--- src/pkg/clock_power_pkg.sv ---
// ************************************************************
// register map, fields and timing of the clock/power block
// ************************************************************
package clock_power_pkg;

  // ************************************************************
  // wishbone register offsets (byte addresses, one word each)
  // ************************************************************
  localparam logic [7:0] ADDR_PRESCALE = 8'h00;
  localparam logic [7:0] ADDR_SLEEP_CTRL = 8'h04;
  localparam logic [7:0] ADDR_POWER_RED = 8'h08;
  localparam logic [7:0] ADDR_STATUS = 8'h0C;

  // ************************************************************
  // prescaler
  // ************************************************************
  localparam int DIV_SEL_W = 4;
  localparam int PRESCALE_W = 8;
  localparam logic [DIV_SEL_W-1:0] DIV_SEL_MAX = 4'h8;
  localparam logic [DIV_SEL_W-1:0] DIV_SEL_RESET = 4'h0;
  localparam int PRESCALE_PEND_BIT = 4;

  // ************************************************************
  // sleep control fields and mode codes
  // ************************************************************
  localparam int SLEEP_EN_BIT = 0;
  localparam int SLEEP_KIND_LSB = 1;
  localparam int SLEEP_KIND_W = 3;
  localparam logic [2:0] SLEEP_KIND_IDLE = 3'h0;
  localparam logic [2:0] SLEEP_KIND_ADC = 3'h1;
  localparam logic [2:0] SLEEP_KIND_PDOWN = 3'h2;
  localparam logic [2:0] SLEEP_KIND_PSAVE = 3'h3;
  localparam logic [2:0] SLEEP_KIND_STANDBY = 3'h6;
  localparam logic [2:0] SLEEP_KIND_RESET = 3'h0;

  // ************************************************************
  // peripheral power reduction
  // ************************************************************
  localparam int PRR_W = 4;
  localparam int PRR_TIMER1_BIT = 3;
  localparam logic [PRR_W-1:0] PRR_RESET = 4'h0;

  // ************************************************************
  // status register fields
  // ************************************************************
  localparam int STAT_STATE_LSB = 0;
  localparam int STAT_MODE_LSB = 4;

  // ************************************************************
  // wake-up timing
  // ************************************************************
  localparam int CLK_PERIOD_NS = 10;
  localparam int WAKE_CNT_W = 8;
  localparam logic [WAKE_CNT_W-1:0] STANDBY_WAKE_CYCLES = 8'h06;
  localparam int OSC_START_NS = 1000;
  localparam logic [WAKE_CNT_W-1:0] OSC_START_CYCLES =
    WAKE_CNT_W'((OSC_START_NS + CLK_PERIOD_NS - 1) / CLK_PERIOD_NS);

  typedef enum logic [1:0] {PWR_ACTIVE, PWR_SLEEP, PWR_WAKE} power_state_t;
  typedef enum logic [2:0] {MODE_IDLE, MODE_ADC, MODE_PDOWN, MODE_PSAVE, MODE_STANDBY} sleep_mode_t;

endpackage

--- src/rtl/clock_power_ctrl.sv ---
// Function
// - prescaler changes divide rate without glitches or short intermediate periods
// - new rate starts after one old plus one new period, two edges between
// - prescaler is a fast counter on the undivided clock, count unreadable
// - code 110 with external crystal enters standby: power-down but oscillator on
// - standby wake-up resumes clocking after six clock cycles
// - power-save stops main oscillator; timer2 synchronous clock stops during sleep
// - clock domains kept per sleep mode; cpu and flash stop always
// - wake sources accepted per sleep mode as listed
// - outside idle external interrupt zero wakes only in level mode
// - idle and adc modes: timer oscillator and timer2 wake only when synchronous
// - power reduction bit stops module clock and blocks its register access
// - clearing the bit restarts the clock, module resumes frozen state
// - per-module shutdown acts in active and idle; sleep gating covers others
// - power reduction bits 7..4 always read zero
// - bit 3 shuts timer1 clock; clearing lets timer1 continue
`timescale 1ns/10ps
`default_nettype none
module clock_power_ctrl
  import clock_power_pkg::*;
(
  input wire logic clk_i,
  input wire logic rst_i,
  input wire logic [7:0] adr_i,
  input wire logic [31:0] dat_i,
  output logic [31:0] dat_o,
  input wire logic we_i,
  input wire logic [3:0] sel_i,
  input wire logic cyc_i,
  input wire logic stb_i,
  output logic ack_o,
  input wire logic sleep_instr_i,
  input wire logic ext_crystal_sel_i,
  input wire logic timer2_async_i,
  input wire logic external_interrupt_zero_level_mode_i,
  input wire logic external_interrupt_zero_i,
  input wire logic pin_change_i,
  input wire logic universal_serial_unit_start_i,
  input wire logic timer2_wake_i,
  input wire logic self_program_store_ready_i,
  input wire logic adc_done_i,
  input wire logic other_io_wake_i,
  output logic cpu_clk_en_o,
  output logic flash_clk_en_o,
  output logic io_clk_en_o,
  output logic adc_clk_en_o,
  output logic asy_clk_en_o,
  output logic main_osc_en_o,
  output logic timer_osc_en_o,
  output logic timer2_sync_clk_en_o,
  output logic [PRR_W-1:0] periph_clk_en_o,
  output logic [PRR_W-1:0] periph_access_en_o,
  output logic sleeping_o
);

  // ************************************************************
  // wishbone slave and software registers
  // ************************************************************
  logic ack_ff;
  logic nxt_ack;
  logic [31:0] rdata_ff;
  logic [31:0] nxt_rdata;
  logic sleep_en_ff;
  logic nxt_sleep_en;
  logic [2:0] sleep_kind_ff;
  logic [2:0] nxt_sleep_kind;
  logic [PRR_W-1:0] prr_ff;
  logic [PRR_W-1:0] nxt_prr;
  logic bus_wr;
  logic prescale_wr;

  power_state_t state_ff;
  power_state_t nxt_state;
  sleep_mode_t mode_ff;
  sleep_mode_t nxt_mode;
  logic [DIV_SEL_W-1:0] div_ff;
  logic [DIV_SEL_W-1:0] nxt_div;
  logic [DIV_SEL_W-1:0] pend_div_ff;
  logic [DIV_SEL_W-1:0] nxt_pend_div;
  logic pend_ff;
  logic nxt_pend;

  // a single-cycle answer: every access is acked the cycle after it is seen
  assign bus_wr = cyc_i & stb_i & ~ack_ff & we_i & sel_i[0];
  assign prescale_wr = bus_wr & (adr_i == ADDR_PRESCALE);

  always_comb begin
    nxt_ack = cyc_i & stb_i & ~ack_ff;
    nxt_sleep_en = sleep_en_ff;
    nxt_sleep_kind = sleep_kind_ff;
    nxt_prr = prr_ff;
    nxt_rdata = 32'h0000_0000;
    if (bus_wr && adr_i == ADDR_SLEEP_CTRL) begin
      nxt_sleep_en = dat_i[SLEEP_EN_BIT];
      nxt_sleep_kind = dat_i[SLEEP_KIND_LSB +: SLEEP_KIND_W];
    end
    if (bus_wr && adr_i == ADDR_POWER_RED) begin
      nxt_prr = dat_i[PRR_W-1:0];
    end
    if (cyc_i && stb_i && !ack_ff && !we_i) begin
      unique case (adr_i)
        ADDR_PRESCALE: begin
          // the running count stays hidden; only the selected rate and a pending flag show
          nxt_rdata[DIV_SEL_W-1:0] = div_ff;
          nxt_rdata[PRESCALE_PEND_BIT] = pend_ff;
        end
        ADDR_SLEEP_CTRL: begin
          nxt_rdata[SLEEP_EN_BIT] = sleep_en_ff;
          nxt_rdata[SLEEP_KIND_LSB +: SLEEP_KIND_W] = sleep_kind_ff;
        end
        ADDR_POWER_RED: begin
          nxt_rdata[PRR_W-1:0] = prr_ff;
        end
        ADDR_STATUS: begin
          nxt_rdata[STAT_STATE_LSB +: 2] = state_ff;
          nxt_rdata[STAT_MODE_LSB +: 3] = mode_ff;
        end
        default: begin
          nxt_rdata = 32'h0000_0000;
        end
      endcase
    end
  end

  always_ff @(posedge clk_i) begin
    if (rst_i) begin
      ack_ff <= 1'b0;
      rdata_ff <= 32'h0000_0000;
      sleep_en_ff <= 1'b0;
      sleep_kind_ff <= SLEEP_KIND_RESET;
      prr_ff <= PRR_RESET;
    end else begin
      ack_ff <= nxt_ack;
      rdata_ff <= nxt_rdata;
      sleep_en_ff <= nxt_sleep_en;
      sleep_kind_ff <= nxt_sleep_kind;
      prr_ff <= nxt_prr;
    end
  end

  assign ack_o = ack_ff;
  assign dat_o = rdata_ff;

  // ************************************************************
  // system clock prescaler
  // ************************************************************
  logic [PRESCALE_W-1:0] cnt_ff;
  logic [PRESCALE_W-1:0] nxt_cnt;
  logic [PRESCALE_W-1:0] div_mask;
  logic tick;
  logic osc_run;

  always_comb begin
    div_mask = PRESCALE_W'((9'h001 << div_ff) - 9'h001);
  end

  // a new rate is taken only at the old rate's terminal edge and the count restarts
  // from zero, so the bridging period is one whole old period then one whole new one
  always_comb begin
    nxt_cnt = cnt_ff;
    nxt_div = div_ff;
    nxt_pend = pend_ff;
    nxt_pend_div = pend_div_ff;
    tick = 1'b0;
    if (osc_run) begin
      if (cnt_ff == div_mask) begin
        tick = 1'b1;
        nxt_cnt = 8'h00;
        if (pend_ff) begin
          nxt_div = pend_div_ff;
          nxt_pend = 1'b0;
        end
      end else begin
        nxt_cnt = cnt_ff + 8'h01;
      end
    end
    // reserved codes are ignored; a write in the applying cycle lets the older rate apply and stays pending itself
    if (prescale_wr && dat_i[DIV_SEL_W-1:0] <= DIV_SEL_MAX) begin
      nxt_pend = 1'b1;
      nxt_pend_div = dat_i[DIV_SEL_W-1:0];
    end
  end

  always_ff @(posedge clk_i) begin
    if (rst_i) begin
      cnt_ff <= 8'h00;
      div_ff <= DIV_SEL_RESET;
      pend_ff <= 1'b0;
      pend_div_ff <= DIV_SEL_RESET;
    end else begin
      cnt_ff <= nxt_cnt;
      div_ff <= nxt_div;
      pend_ff <= nxt_pend;
      pend_div_ff <= nxt_pend_div;
    end
  end

  // ************************************************************
  // sleep state machine and wake-up
  // ************************************************************
  logic [WAKE_CNT_W-1:0] wake_cnt_ff;
  logic [WAKE_CNT_W-1:0] nxt_wake_cnt;
  logic wake_ok;
  logic external_interrupt_zero_ok;
  sleep_mode_t req_mode;
  logic req_valid;

  always_comb begin
    req_valid = 1'b1;
    req_mode = MODE_IDLE;
    unique case (sleep_kind_ff)
      SLEEP_KIND_IDLE: req_mode = MODE_IDLE;
      SLEEP_KIND_ADC: req_mode = MODE_ADC;
      SLEEP_KIND_PDOWN: req_mode = MODE_PDOWN;
      SLEEP_KIND_PSAVE: req_mode = MODE_PSAVE;
      // without a crystal the oscillator may not be kept; fall back to power-down
      SLEEP_KIND_STANDBY: req_mode = ext_crystal_sel_i ? MODE_STANDBY : MODE_PDOWN;
      default: req_valid = 1'b0;
    endcase
  end

  always_comb begin
    external_interrupt_zero_ok = external_interrupt_zero_i & external_interrupt_zero_level_mode_i;
    wake_ok = 1'b0;
    unique case (mode_ff)
      MODE_IDLE: begin
        wake_ok = external_interrupt_zero_i | pin_change_i | universal_serial_unit_start_i
          | (timer2_wake_i & ~timer2_async_i) | self_program_store_ready_i
          | adc_done_i | other_io_wake_i;
      end
      MODE_ADC: begin
        wake_ok = external_interrupt_zero_ok | pin_change_i | universal_serial_unit_start_i
          | (timer2_wake_i & ~timer2_async_i) | self_program_store_ready_i | adc_done_i;
      end
      MODE_PSAVE: begin
        wake_ok = external_interrupt_zero_ok | pin_change_i | universal_serial_unit_start_i | timer2_wake_i;
      end
      MODE_PDOWN, MODE_STANDBY: begin
        wake_ok = external_interrupt_zero_ok | pin_change_i | universal_serial_unit_start_i;
      end
    endcase
  end

  always_comb begin
    nxt_state = state_ff;
    nxt_mode = mode_ff;
    nxt_wake_cnt = wake_cnt_ff;
    unique case (state_ff)
      PWR_ACTIVE: begin
        if (sleep_instr_i && sleep_en_ff && req_valid) begin
          nxt_state = PWR_SLEEP;
          nxt_mode = req_mode;
        end
      end
      PWR_SLEEP: begin
        if (wake_ok) begin
          nxt_state = PWR_WAKE;
          unique case (mode_ff)
            MODE_STANDBY: nxt_wake_cnt = STANDBY_WAKE_CYCLES - 8'h01;
            MODE_PDOWN, MODE_PSAVE: nxt_wake_cnt = OSC_START_CYCLES - 8'h01;
            default: nxt_wake_cnt = 8'h00;
          endcase
        end
      end
      PWR_WAKE: begin
        if (wake_cnt_ff == 8'h00) begin
          nxt_state = PWR_ACTIVE;
        end else begin
          nxt_wake_cnt = wake_cnt_ff - 8'h01;
        end
      end
    endcase
  end

  always_ff @(posedge clk_i) begin
    if (rst_i) begin
      state_ff <= PWR_ACTIVE;
      mode_ff <= MODE_IDLE;
      wake_cnt_ff <= 8'h00;
    end else begin
      state_ff <= nxt_state;
      mode_ff <= nxt_mode;
      wake_cnt_ff <= nxt_wake_cnt;
    end
  end

  // ************************************************************
  // clock domain gating
  // ************************************************************
  logic dom_cpu;
  logic dom_io;
  logic dom_adc;
  logic dom_asy;
  logic dom_tosc;
  logic dom_t2sync;
  logic cpu_en_ff;
  logic flash_en_ff;
  logic io_en_ff;
  logic adc_en_ff;
  logic asy_en_ff;
  logic osc_en_ff;
  logic tosc_en_ff;
  logic t2sync_en_ff;
  logic [PRR_W-1:0] access_en_ff;
  logic sleep_ff;

  always_comb begin
    dom_cpu = 1'b0;
    dom_io = 1'b0;
    dom_adc = 1'b0;
    dom_asy = 1'b0;
    osc_run = 1'b0;
    dom_tosc = timer2_async_i;
    dom_t2sync = ~timer2_async_i;
    if (state_ff == PWR_ACTIVE) begin
      dom_cpu = 1'b1;
      dom_io = 1'b1;
      dom_adc = 1'b1;
      dom_asy = 1'b1;
      osc_run = 1'b1;
    end else begin
      // the synchronous timer2 clock stops whatever the mode
      dom_t2sync = 1'b0;
      unique case (mode_ff)
        MODE_IDLE: begin
          dom_io = 1'b1;
          dom_adc = 1'b1;
          dom_asy = 1'b1;
          osc_run = 1'b1;
          dom_tosc = ~timer2_async_i;
        end
        MODE_ADC: begin
          dom_adc = 1'b1;
          dom_asy = 1'b1;
          osc_run = 1'b1;
          dom_tosc = ~timer2_async_i;
        end
        MODE_PSAVE: begin
          dom_asy = 1'b1;
          dom_tosc = 1'b1;
        end
        MODE_STANDBY: begin
          osc_run = 1'b1;
          dom_tosc = 1'b0;
        end
        MODE_PDOWN: begin
          dom_tosc = 1'b0;
        end
      endcase
      // waking: the oscillator restarts and the wake count runs down to zero before the cpu runs
      if (state_ff == PWR_WAKE) begin
        osc_run = 1'b1;
      end
    end
  end

  always_ff @(posedge clk_i) begin
    if (rst_i) begin
      cpu_en_ff <= 1'b0;
      flash_en_ff <= 1'b0;
      io_en_ff <= 1'b0;
      adc_en_ff <= 1'b0;
      asy_en_ff <= 1'b0;
      osc_en_ff <= 1'b0;
      tosc_en_ff <= 1'b0;
      t2sync_en_ff <= 1'b0;
      access_en_ff <= '0;
      sleep_ff <= 1'b0;
    end else begin
      cpu_en_ff <= tick & dom_cpu;
      flash_en_ff <= tick & dom_cpu;
      io_en_ff <= tick & dom_io;
      adc_en_ff <= tick & dom_adc;
      asy_en_ff <= dom_asy;
      osc_en_ff <= osc_run;
      tosc_en_ff <= dom_tosc;
      t2sync_en_ff <= tick & dom_t2sync;
      access_en_ff <= ~prr_ff;
      sleep_ff <= state_ff != PWR_ACTIVE;
    end
  end

  assign cpu_clk_en_o = cpu_en_ff;
  assign flash_clk_en_o = flash_en_ff;
  assign io_clk_en_o = io_en_ff;
  assign adc_clk_en_o = adc_en_ff;
  assign asy_clk_en_o = asy_en_ff;
  assign main_osc_en_o = osc_en_ff;
  assign timer_osc_en_o = tosc_en_ff;
  assign timer2_sync_clk_en_o = t2sync_en_ff;
  assign periph_access_en_o = access_en_ff;
  assign sleeping_o = sleep_ff;

  // ************************************************************
  // per-peripheral clock gates
  // ************************************************************
  // a stopped module simply sees no enable pulses, so its flops hold their state;
  // anything it owns stays owned, which software must handle first
  logic io_src;

  assign io_src = tick & dom_io;

  genvar gi;
  generate
    for (gi = 0; gi < PRR_W; gi = gi + 1) begin : g_gate
      periph_clock_gate u_gate (
        .clk_i(clk_i),
        .rst_i(rst_i),
        .src_en_i(io_src),
        .off_i(prr_ff[gi]),
        .clk_en_o(periph_clk_en_o[gi])
      );
    end
  endgenerate

endmodule
`default_nettype wire

--- src/rtl/periph_clock_gate.sv ---
`timescale 1ns/10ps
`default_nettype none
module periph_clock_gate
  import clock_power_pkg::*;
(
  input wire logic clk_i,
  input wire logic rst_i,
  input wire logic src_en_i,
  input wire logic off_i,
  output logic clk_en_o
);

  logic en_ff;
  logic nxt_en;

  // the enable only changes between source pulses, so a pulse is passed whole or not at all
  always_comb begin
    nxt_en = src_en_i & ~off_i;
  end

  always_ff @(posedge clk_i) begin
    if (rst_i) begin
      en_ff <= 1'b0;
    end else begin
      en_ff <= nxt_en;
    end
  end

  assign clk_en_o = en_ff;

endmodule
`default_nettype wire

--- config.mk ---
export PLATFORM = sky130hd
export DESIGN_NAME = clock_power_ctrl
export DESIGN_NICKNAME = d
export VERILOG_FILES = /design/src/pkg/clock_power_pkg.sv /design/src/rtl/clock_power_ctrl.sv /design/src/rtl/periph_clock_gate.sv
export SDC_FILE = /design/constraint.sdc
export NUM_CORES = 1
export LEC_CHECK = 0
export BUFFER_PORTS_ARGS = -buffer_cell sky130_fd_sc_hd__buf_2
export CAP_MARGIN = 20
export CORE_AREA = 2 2 125 102
export CTS_CLUSTER_DIAMETER = 150
export DETAILED_ROUTE_END_ITERATION = 6
export DIE_AREA = 0 0 127 104
export SLEW_MARGIN = 10
export SYNTH_ARGS = -nofsm -noshare
export SYNTH_HDL_FRONTEND = slang
export SYNTH_SLANG_ARGS = --single-unit
--- constraint.sdc ---
create_clock -name clk_i -period 3.3 [get_ports clk_i]
set_clock_uncertainty 0.1 [all_clocks]
set_input_delay 0.165 -clock clk_i [delete_from_list [all_inputs] [get_ports clk_i]]
set_output_delay 0.165 -clock clk_i [all_outputs]
set_load 0.005 [all_outputs]
==> metrics.txt, run 1 <==
# TYPE chip_impl_metric gauge
chip_impl_metric{name="report.final.slew_viol_count",unit=""} 0
chip_impl_metric{name="finish.net_count",unit=""} 504
chip_impl_metric{name="dr_pass1_iterations",unit=""} 5
chip_impl_metric{name="path_max_fanout",unit=""} 10
chip_impl_metric{name="final_design_area_no_fill",unit="µm²"} 3960
chip_impl_metric{name="number_of_antenna_violations_at_the_first_check_in_global_routing",unit=""} 0
chip_impl_metric{name="die_w",unit="µm"} 127
chip_impl_metric{name="post-cts-setup-buffers",unit=""} 0
chip_impl_metric{name="route.detailed.vias_per_inst",unit=""} 4.83
chip_impl_metric{name="syn-cell-area",unit="µm²"} 3400
chip_impl_metric{name="grt_first_pass_wirelength",unit="µm"} 13100
chip_impl_metric{name="synthDistinctLibCells",unit=""} 62
chip_impl_metric{name="cts_made_buffers",unit=""} 9
chip_impl_metric{name="yosysSeqAreaShare",unit=""} 0.365
chip_impl_metric{name="grt_start_max_net_pins",unit=""} 45
chip_impl_metric{name="timing.final.crit_period",unit="ns"} 2.97
chip_impl_metric{name="yosysWarnings",unit=""} 0
chip_impl_info{name="ys_top_cells_by_area",value="sky130_fd_sc_hd__dfxtp_1 37%, sky130_fd_sc_hd__buf_4 7.1%, sky130_fd_sc_hd__mux2i_1 4.4%"} 1
chip_impl_info{name="timing.critical_path.to_type",value="register"} 1
chip_impl_metric{name="synth_top_area_share",unit=""} 0.365
chip_impl_info{name="unrepaired_setup_endpoints_after_global_routing",value="no"} 1
chip_impl_metric{name="dr_total_vias",unit=""} 2862
chip_impl_metric{name="cp_slowest_stage_delay",unit="ns"} 0.55
chip_impl_metric{name="starting_density",unit=""} 0.284
chip_impl_metric{name="floorplan.die.height",unit="µm"} 104
chip_impl_metric{name="report.final.hold_viol_count",unit=""} 0
chip_impl_metric{name="count_of_standard_cell_rows",unit=""} 36
chip_impl_metric{name="drt_wl_total",unit="µm"} 7860
chip_impl_metric{name="ys_ff_latch",unit=""} 62
chip_impl_metric{name="clock_path_buffers",unit=""} 2
chip_impl_metric{name="gr-total-overflow",unit=""} 0
chip_impl_metric{name="share_of_cells_above_drive_strength_1",unit=""} 0.200
chip_impl_metric{name="ir_worst_vdd",unit="mV"} 0.330
chip_impl_metric{name="total_leakage_power",unit="nW"} 1.58
chip_impl_metric{name="core-area",unit="µm²"} 12000
chip_impl_metric{name="post_dp_cell_area",unit="µm²"} 3670
chip_impl_metric{name="clk_slew_on_worst_s_h_paths",unit="ns"} 0.05
chip_impl_metric{name="mean_instance_size_in_the_synthesized_netlist",unit="µm²"} 8.64
chip_impl_metric{name="post_synth_inst_count",unit=""} 393
chip_impl_metric{name="drc",unit=""} 0
chip_impl_metric{name="boundaryPins",unit=""} 110
chip_impl_metric{name="finalSetupViolations",unit=""} 0
chip_impl_metric{name="antenna_cells_inserted",unit=""} 0
chip_impl_info{name="crit_path_top_delay_cell",value="sky130_fd_sc_hd__or4_4"} 1
chip_impl_info{name="synth.cells.most_frequent",value="62 x sky130_fd_sc_hd__dfxtp_1, 39 x sky130_fd_sc_hd__nor2_1, 32 x sky130_fd_sc_hd__buf_4, 25 x sky130_fd_sc_hd__nand2_1, 23 x sky130_fd_sc_hd__a21oi_1"} 1
chip_impl_metric{name="post-place-ws",unit="ns"} 0.343
chip_impl_metric{name="worst_ep_arrival_time",unit="ns"} 3.06
chip_impl_metric{name="synthToLayoutAreaGrowth",unit="%"} 16.5
chip_impl_metric{name="drt_first_iter_violations",unit=""} 142
chip_impl_metric{name="cts_htree_levels",unit=""} 3
chip_impl_info{name="netlist.top_cell.by_area",value="sky130_fd_sc_hd__dfxtp_1"} 1
chip_impl_info{name="type_of_the_most_critical_hold_path",value="input port to register"} 1
chip_impl_metric{name="timing.max_cap.violations",unit=""} 0
chip_impl_metric{name="first_global_vias",unit=""} 2735
chip_impl_metric{name="hpwl_reported_at_the_end_of_detailed_placement",unit="µm"} 5800
chip_impl_info{name="status",value="complete, no violations"} 1
chip_impl_metric{name="cts.sink_count",unit=""} 62
chip_impl_info{name="cts_tree",value="done"} 1
chip_impl_metric{name="final.setup.tns",unit="ns"} 0
chip_impl_metric{name="post-route-worst-setup-slack",unit="ns"} 0.334
chip_impl_info{name="synth-main-ff-cell",value="sky130_fd_sc_hd__dfxtp_1"} 1
chip_impl_metric{name="synth_async_sr_flop_share",unit=""} 0
chip_impl_metric{name="worst_ep_required_time",unit="ns"} 3.40
chip_impl_info{name="post-synth-top-count-cell",value="sky130_fd_sc_hd__dfxtp_1"} 1
chip_impl_metric{name="synth-edff-count",unit=""} 0
chip_impl_metric{name="wire_per_inst",unit="µm"} 13.3
chip_impl_metric{name="die_outline_area",unit="µm²"} 13200
chip_impl_info{name="critical_path.cell_chain",value="or4_4, ha_1, nor2b_1, a221oi_1, o2111ai_1, nor4_4, buf_4, nor4b_1"} 1
chip_impl_metric{name="worst_pin_slew",unit="ns"} 0.783
chip_impl_metric{name="cts_hold_buffers",unit=""} 0
chip_impl_metric{name="finalWeightedCongestion",unit=""} 0.864
chip_impl_info{name="path_class",value="register to register"} 1
chip_impl_metric{name="p_per_area",unit="nW/µm²"} 496
chip_impl_metric{name="worstSkewPairLatency",unit="ns"} 0.32
chip_impl_info{name="ctsRootBufferMaster",value="sky130_fd_sc_hd__clkbuf_16"} 1
chip_impl_info{name="critical_path.startpoint_type",value="register"} 1
chip_impl_metric{name="clock.fmax",unit="GHz"} 0.337
chip_impl_metric{name="final_min_period_over_clock_period",unit=""} 0.899
chip_impl_metric{name="cts_resized",unit=""} 0
chip_impl_metric{name="number_of_nets_with_antenna_violations_after_detailed_routing",unit=""} 0
chip_impl_metric{name="slew_headroom",unit=""} 0.478
chip_impl_metric{name="global_route.usage.total",unit=""} 0.120
chip_impl_metric{name="place.port_buffers",unit=""} 53
chip_impl_metric{name="fill_cells",unit=""} 1262
-- placed cells by master, fill, tap and decap left out, types with 3 or more instances in the layout --
| master | instances |
|---|---|
| sky130_fd_sc_hd__ha_1 | 8 |
| sky130_fd_sc_hd__nor2_1 | 39 |
| sky130_fd_sc_hd__xor2_1 | 8 |
| sky130_fd_sc_hd__dfxtp_1 | 62 |
| sky130_fd_sc_hd__o21ai_0 | 6 |
| sky130_fd_sc_hd__and3_1 | 4 |
| sky130_fd_sc_hd__nand2b_1 | 9 |
| sky130_fd_sc_hd__a31oi_1 | 5 |
| sky130_fd_sc_hd__nand3_1 | 14 |
| sky130_fd_sc_hd__nor4_1 | 3 |
| sky130_fd_sc_hd__nand2_1 | 25 |
| sky130_fd_sc_hd__a211oi_1 | 11 |
| sky130_fd_sc_hd__o311ai_0 | 4 |
| sky130_fd_sc_hd__nor2b_1 | 8 |
| sky130_fd_sc_hd__buf_4 | 9 |
| sky130_fd_sc_hd__buf_2 | 53 |
| sky130_fd_sc_hd__nand4_1 | 4 |
| sky130_fd_sc_hd__clkbuf_16 | 9 |
| sky130_fd_sc_hd__xnor2_1 | 4 |
| sky130_fd_sc_hd__a21oi_1 | 23 |
| sky130_fd_sc_hd__nor4b_1 | 6 |
| sky130_fd_sc_hd__mux2i_1 | 15 |
| sky130_fd_sc_hd__clkinv_4 | 3 |
| sky130_fd_sc_hd__nor3_1 | 9 |
| sky130_fd_sc_hd__o31ai_1 | 6 |
| sky130_fd_sc_hd__and2_1 | 12 |
| sky130_fd_sc_hd__inv_1 | 13 |
| sky130_fd_sc_hd__conb_1 | 25 |
-- worst max-delay path: cells and delay by family, from the launching register on --
kind / cells / cell delay [ns]
flops: 1 / 0.31
simple gates: 4 / 1.35
compound gates: 2 / 0.56
fa+ha+maj: 1 / 0.33
buf+inv: 1 / 0.20
-- per-layer routing --
metal / GRT usage / vias to the layer above / share of wire
li1: - / 1418 / -
met1: 0.156 / 1352 / 0.45
met2: 0.194 / 82 / 0.49
met3: 0.0247 / 10 / 0.045
met4: 0.0479 / 0 / 0.018
met5: 0 / - / 0
-- cells by family (layout without fill, tap and decap cells) --
kind of cell	Yosys count	after routing	synth area share
DFF	62	62	0.365
and+or+nand+nor	148	148	0.238
AOI/OAI and AO/OA	77	77	0.162
adders and majority gates	8	8	0.0295
buffers and inverters	68	92	0.115
other	1	25	0.00110
muxes	17	17	0.0575
xor gates and xnor gates	12	12	0.0309
-- state kept, by name (all words and copies together) (netlist names), 4 cells and up --
register	count
g_gate.u_gate.clk_en_o	4
dat_o	7
prr_ff	4
cnt_ff	8
periph_access_en_o	4
pend_div_ff	4
wake_cnt_ff	8
div_ff	4
-- area by class of cell --
type	instances	area [µm²]	share of cell area
well taps	152	190	0.0481
clock buffers	10	239	0.0604
flip-flops and latches	62	1240	0.314
repair buffers	62	333	0.0841
inverters	14	52.6	0.0133
clock inverters	6	45.0	0.0114
multi-input cells	287	1860	0.469
-- metrics by stage --
step,instances,total power [mW],utilization,hold WS [ns]
2_1_floorplan,417,1.04,-,0.209
3_3_place_gp,577,1.09,0.306,0.357
3_5_place_dp,577,1.10,0.306,0.363
4_1_cts,593,1.98,0.330,0.0263
5_1_grt,593,2.05,0.330,0.0361
6_report,593,1.96,0.330,0.0384
-- report_power, final --
part | total [mW] | leakage [nW] | switching [mW] | internal (mW)
clock | 0.870 | 0.143 | 0.339 | 0.531
combinational | 0.275 | 0.934 | 0.170 | 0.105
sequential | 0.816 | 0.505 | 0.0278 | 0.788
-- path summary, 6_finish.rpt --
| path | startpoint | to | slack (ns) | cells past startpoint |
|---|---|---|---|---|
| worst max-delay path | div_ff[3]$_SDFFE_PP0P_ | g_gate[3].u_gate.clk_en_o$_SDFF_PP0_ | 0.33 | 8 |
| worst min register to register | pend_div_ff[2]$_SDFFE_PP0P_ | div_ff[2]$_SDFFE_PP0P_ | 0.38 | 2 |
| worst max register to register | div_ff[3]$_SDFFE_PP0P_ | g_gate[3].u_gate.clk_en_o$_SDFF_PP0_ | 0.33 | 8 |
| worst min-delay path | dat_i[0] | prr_ff[0]$_SDFFE_PP0P_ | 0.04 | 3 |
Power figures use the tool's default switching activity.
==> run 2, diff against run 1 <==
Settings changed: BUFFER_PORTS_ARGS -buffer_cell sky130_fd_sc_hd__buf_2 to -buffer_cell sky130_fd_sc_hd__buf_4, CORE_AREA 2 2 125 102 to 5 5 128 105, DIE_AREA 0 0 127 104 to 0 0 133 110, TNS_END_PERCENT from default to 50.
==> run 2 against run 1 <==
  * Sequential power about the same
  * Die area rose by 11%
  * Combinational power is 5% higher
  * Wire length increased by 3.9%
  * Register-to-register slack got worse by 0.06 ns
  * Clock power down 3.2%
  * Critical path depth unchanged
  * Count of clock-buffer cells in the layout is 2 higher
  * Non-clock buffer count down 3
  * Design area rose by 2.4%
  * Largest power group unchanged
  * Highest routed layer unchanged
==> metrics.txt, run 2 (synthesized netlist as in run 1, its figures left out) <==
# TYPE chip_impl_metric gauge
chip_impl_info{name="status",value="complete, no violations"} 1
chip_impl_metric{name="timing.max_cap.violations",unit=""} 0
chip_impl_metric{name="path_max_fanout",unit=""} 14
chip_impl_info{name="critical_path.startpoint_type",value="register"} 1
chip_impl_info{name="ctsRootBufferMaster",value="sky130_fd_sc_hd__clkbuf_16"} 1
chip_impl_metric{name="global_route.usage.total",unit=""} 0.110
chip_impl_info{name="type_of_the_most_critical_hold_path",value="input port to register"} 1
chip_impl_metric{name="starting_density",unit=""} 0.282
chip_impl_metric{name="r2r_cells",unit=""} 8
chip_impl_metric{name="hpwl_reported_at_the_end_of_detailed_placement",unit="µm"} 6010
chip_impl_metric{name="worstPathBufferInverterCount",unit=""} 1
chip_impl_metric{name="post-cts-setup-buffers",unit=""} 0
chip_impl_info{name="crit_path_top_delay_cell",value="sky130_fd_sc_hd__or4_4"} 1
chip_impl_metric{name="report.final.slew_viol_count",unit=""} 0
chip_impl_metric{name="total_leakage_power",unit="nW"} 1.60
chip_impl_metric{name="wire_per_inst",unit="µm"} 13.8
chip_impl_info{name="mostFrequentLayoutCells",value="62 x sky130_fd_sc_hd__dfxtp_1, 59 x sky130_fd_sc_hd__buf_4, 39 x sky130_fd_sc_hd__nor2_1"} 1
chip_impl_metric{name="die_outline_area",unit="µm²"} 14600
chip_impl_metric{name="dr_total_vias",unit=""} 2845
chip_impl_metric{name="clock_path_buffers",unit=""} 2
chip_impl_info{name="unrepaired_setup_endpoints_after_global_routing",value="no"} 1
chip_impl_info{name="crit_family",value="simple AND/OR/NAND/NOR gates"} 1
chip_impl_metric{name="number_of_antenna_violations_at_the_first_check_in_global_routing",unit=""} 0
chip_impl_metric{name="slew_headroom",unit=""} 0.453
chip_impl_metric{name="drc",unit=""} 0
chip_impl_metric{name="dr_pass1_iterations",unit=""} 4
chip_impl_metric{name="route.detailed.vias_per_inst",unit=""} 4.82
chip_impl_metric{name="number_of_nets_with_antenna_violations_after_detailed_routing",unit=""} 0
chip_impl_metric{name="worst_ep_required_time",unit="ns"} 3.42
chip_impl_metric{name="clock.fmax",unit="GHz"} 0.330
chip_impl_metric{name="cts.sink_count",unit=""} 62
chip_impl_metric{name="finalSetupViolations",unit=""} 0
chip_impl_metric{name="core-area",unit="µm²"} 12000
chip_impl_metric{name="place.port_buffers",unit=""} 53
chip_impl_info{name="path_class",value="register to register"} 1
chip_impl_metric{name="worst_pin_slew",unit="ns"} 0.820
chip_impl_metric{name="clk_slew_on_worst_s_h_paths",unit="ns"} 0.05
chip_impl_metric{name="floorplan.die.height",unit="µm"} 110
chip_impl_metric{name="cp_num_cells",unit=""} 8
chip_impl_metric{name="timing.final.crit_period",unit="ns"} 3.03
chip_impl_metric{name="cts_resized",unit=""} 0
chip_impl_metric{name="cts_hold_buffers",unit=""} 0
chip_impl_metric{name="cp_slowest_stage_delay",unit="ns"} 0.55
chip_impl_metric{name="drt_wl_total",unit="µm"} 8170
chip_impl_metric{name="worstSkewPairLatency",unit="ns"} 0.33
chip_impl_metric{name="antenna_cells_inserted",unit=""} 0
chip_impl_metric{name="grt_start_max_net_pins",unit=""} 47
chip_impl_metric{name="p_per_area",unit="nW/µm²"} 481
chip_impl_metric{name="die_w",unit="µm"} 133
chip_impl_metric{name="synthToLayoutAreaGrowth",unit="%"} 19.3
chip_impl_info{name="critical_path.cell_chain",value="or4_4, ha_1, nor2b_1, a221oi_1, o2111ai_1, nor4_4, buf_4, nor4b_1"} 1
chip_impl_metric{name="final.setup.tns",unit="ns"} 0
chip_impl_metric{name="grt_first_pass_wirelength",unit="µm"} 13100
chip_impl_metric{name="drt_first_iter_violations",unit=""} 120
chip_impl_metric{name="finalWeightedCongestion",unit=""} 0.820
chip_impl_metric{name="hold_slack",unit="ns"} 0.0187
chip_impl_metric{name="min_path_cells",unit=""} 3
chip_impl_metric{name="cts_htree_levels",unit=""} 3
chip_impl_metric{name="ir_worst_vdd",unit="mV"} 0.287
chip_impl_metric{name="first_global_vias",unit=""} 2705
chip_impl_info{name="cts_tree",value="done"} 1
chip_impl_metric{name="worst_ep_arrival_time",unit="ns"} 3.15
chip_impl_metric{name="gr-total-overflow",unit=""} 0
chip_impl_metric{name="report.final.hold_viol_count",unit=""} 0
chip_impl_metric{name="count_of_standard_cell_rows",unit=""} 36
chip_impl_metric{name="share_of_cells_above_drive_strength_1",unit=""} 0.189
chip_impl_metric{name="finish.net_count",unit=""} 501
chip_impl_metric{name="final_min_period_over_clock_period",unit=""} 0.918
chip_impl_metric{name="boundaryPins",unit=""} 110
chip_impl_metric{name="cts_made_buffers",unit=""} 9
chip_impl_info{name="final_common_cell",value="sky130_fd_sc_hd__dfxtp_1"} 1
chip_impl_info{name="timing.critical_path.to_type",value="register"} 1
==> run 2: final cells by class <==
cell class              instances  area [µm²]
inverters                      14        52.6
clock inverters                 4        22.5
flip-flops and latches         62        1240
fillers                      1226        7980
well taps                     152         190
multi-input cells             287        1860
clock buffers                  12         246
repair buffers                 59         443
==> run 2: power by group <==
| group | total [mW] | switching, mW | leakage (nW) | internal [mW] |
|---|---|---|---|---|
| clock | 0.842 | 0.318 | 0.132 | 0.524 |
| sequential | 0.819 | 0.0301 | 0.505 | 0.789 |
| combinational | 0.288 | 0.165 | 0.957 | 0.124 |
==> run 2: path summary, 6_finish.rpt <==
kind	from	to	slack (ns)
worst max-delay path	div_ff[3]$_SDFFE_PP0P_	g_gate[3].u_gate.clk_en_o$_SDFF_PP0_	0.27
worst max register to register	div_ff[3]$_SDFFE_PP0P_	g_gate[3].u_gate.clk_en_o$_SDFF_PP0_	0.27
worst min-delay path	dat_i[3]	sleep_kind_ff[2]$_SDFFE_PP0P_	0.02
worst min register to register	pend_div_ff[3]$_SDFFE_PP0P_	div_ff[3]$_SDFFE_PP0P_	0.36
==> run 2: worst reg2reg max path, delay by kind of cell (launching register included) <==
family	cells	cell delay (ns)
buffers and inverters	1	0.26
AOI/OAI and AO/OA	2	0.61
and+or+nand+nor	4	1.33
DFF	1	0.31
adders and majority gates	1	0.33
==> run 2: stage by stage <==
step	power [mW]	cell area [µm²]	setup WS [ns]	utilization	cells
after detailed placement	1.12	3780	0.316	0.315	574
after floorplan	1.04	3490	0.632	-	417
after global routing	2.04	4050	0.0697	0.337	590
after global placement	1.11	3780	0.435	0.315	574
after CTS	1.96	4050	0.261	0.337	590
final	1.95	4050	0.272	0.337	590
==> run 2: per-layer routing <==
layer	up-vias	track usage	share of wire
met5	-	0	0
met2	55	0.185	0.50
met3	10	0.0222	0.037
met1	1362	0.137	0.45
li1	1418	-	-
met4	0	0.0512	0.014
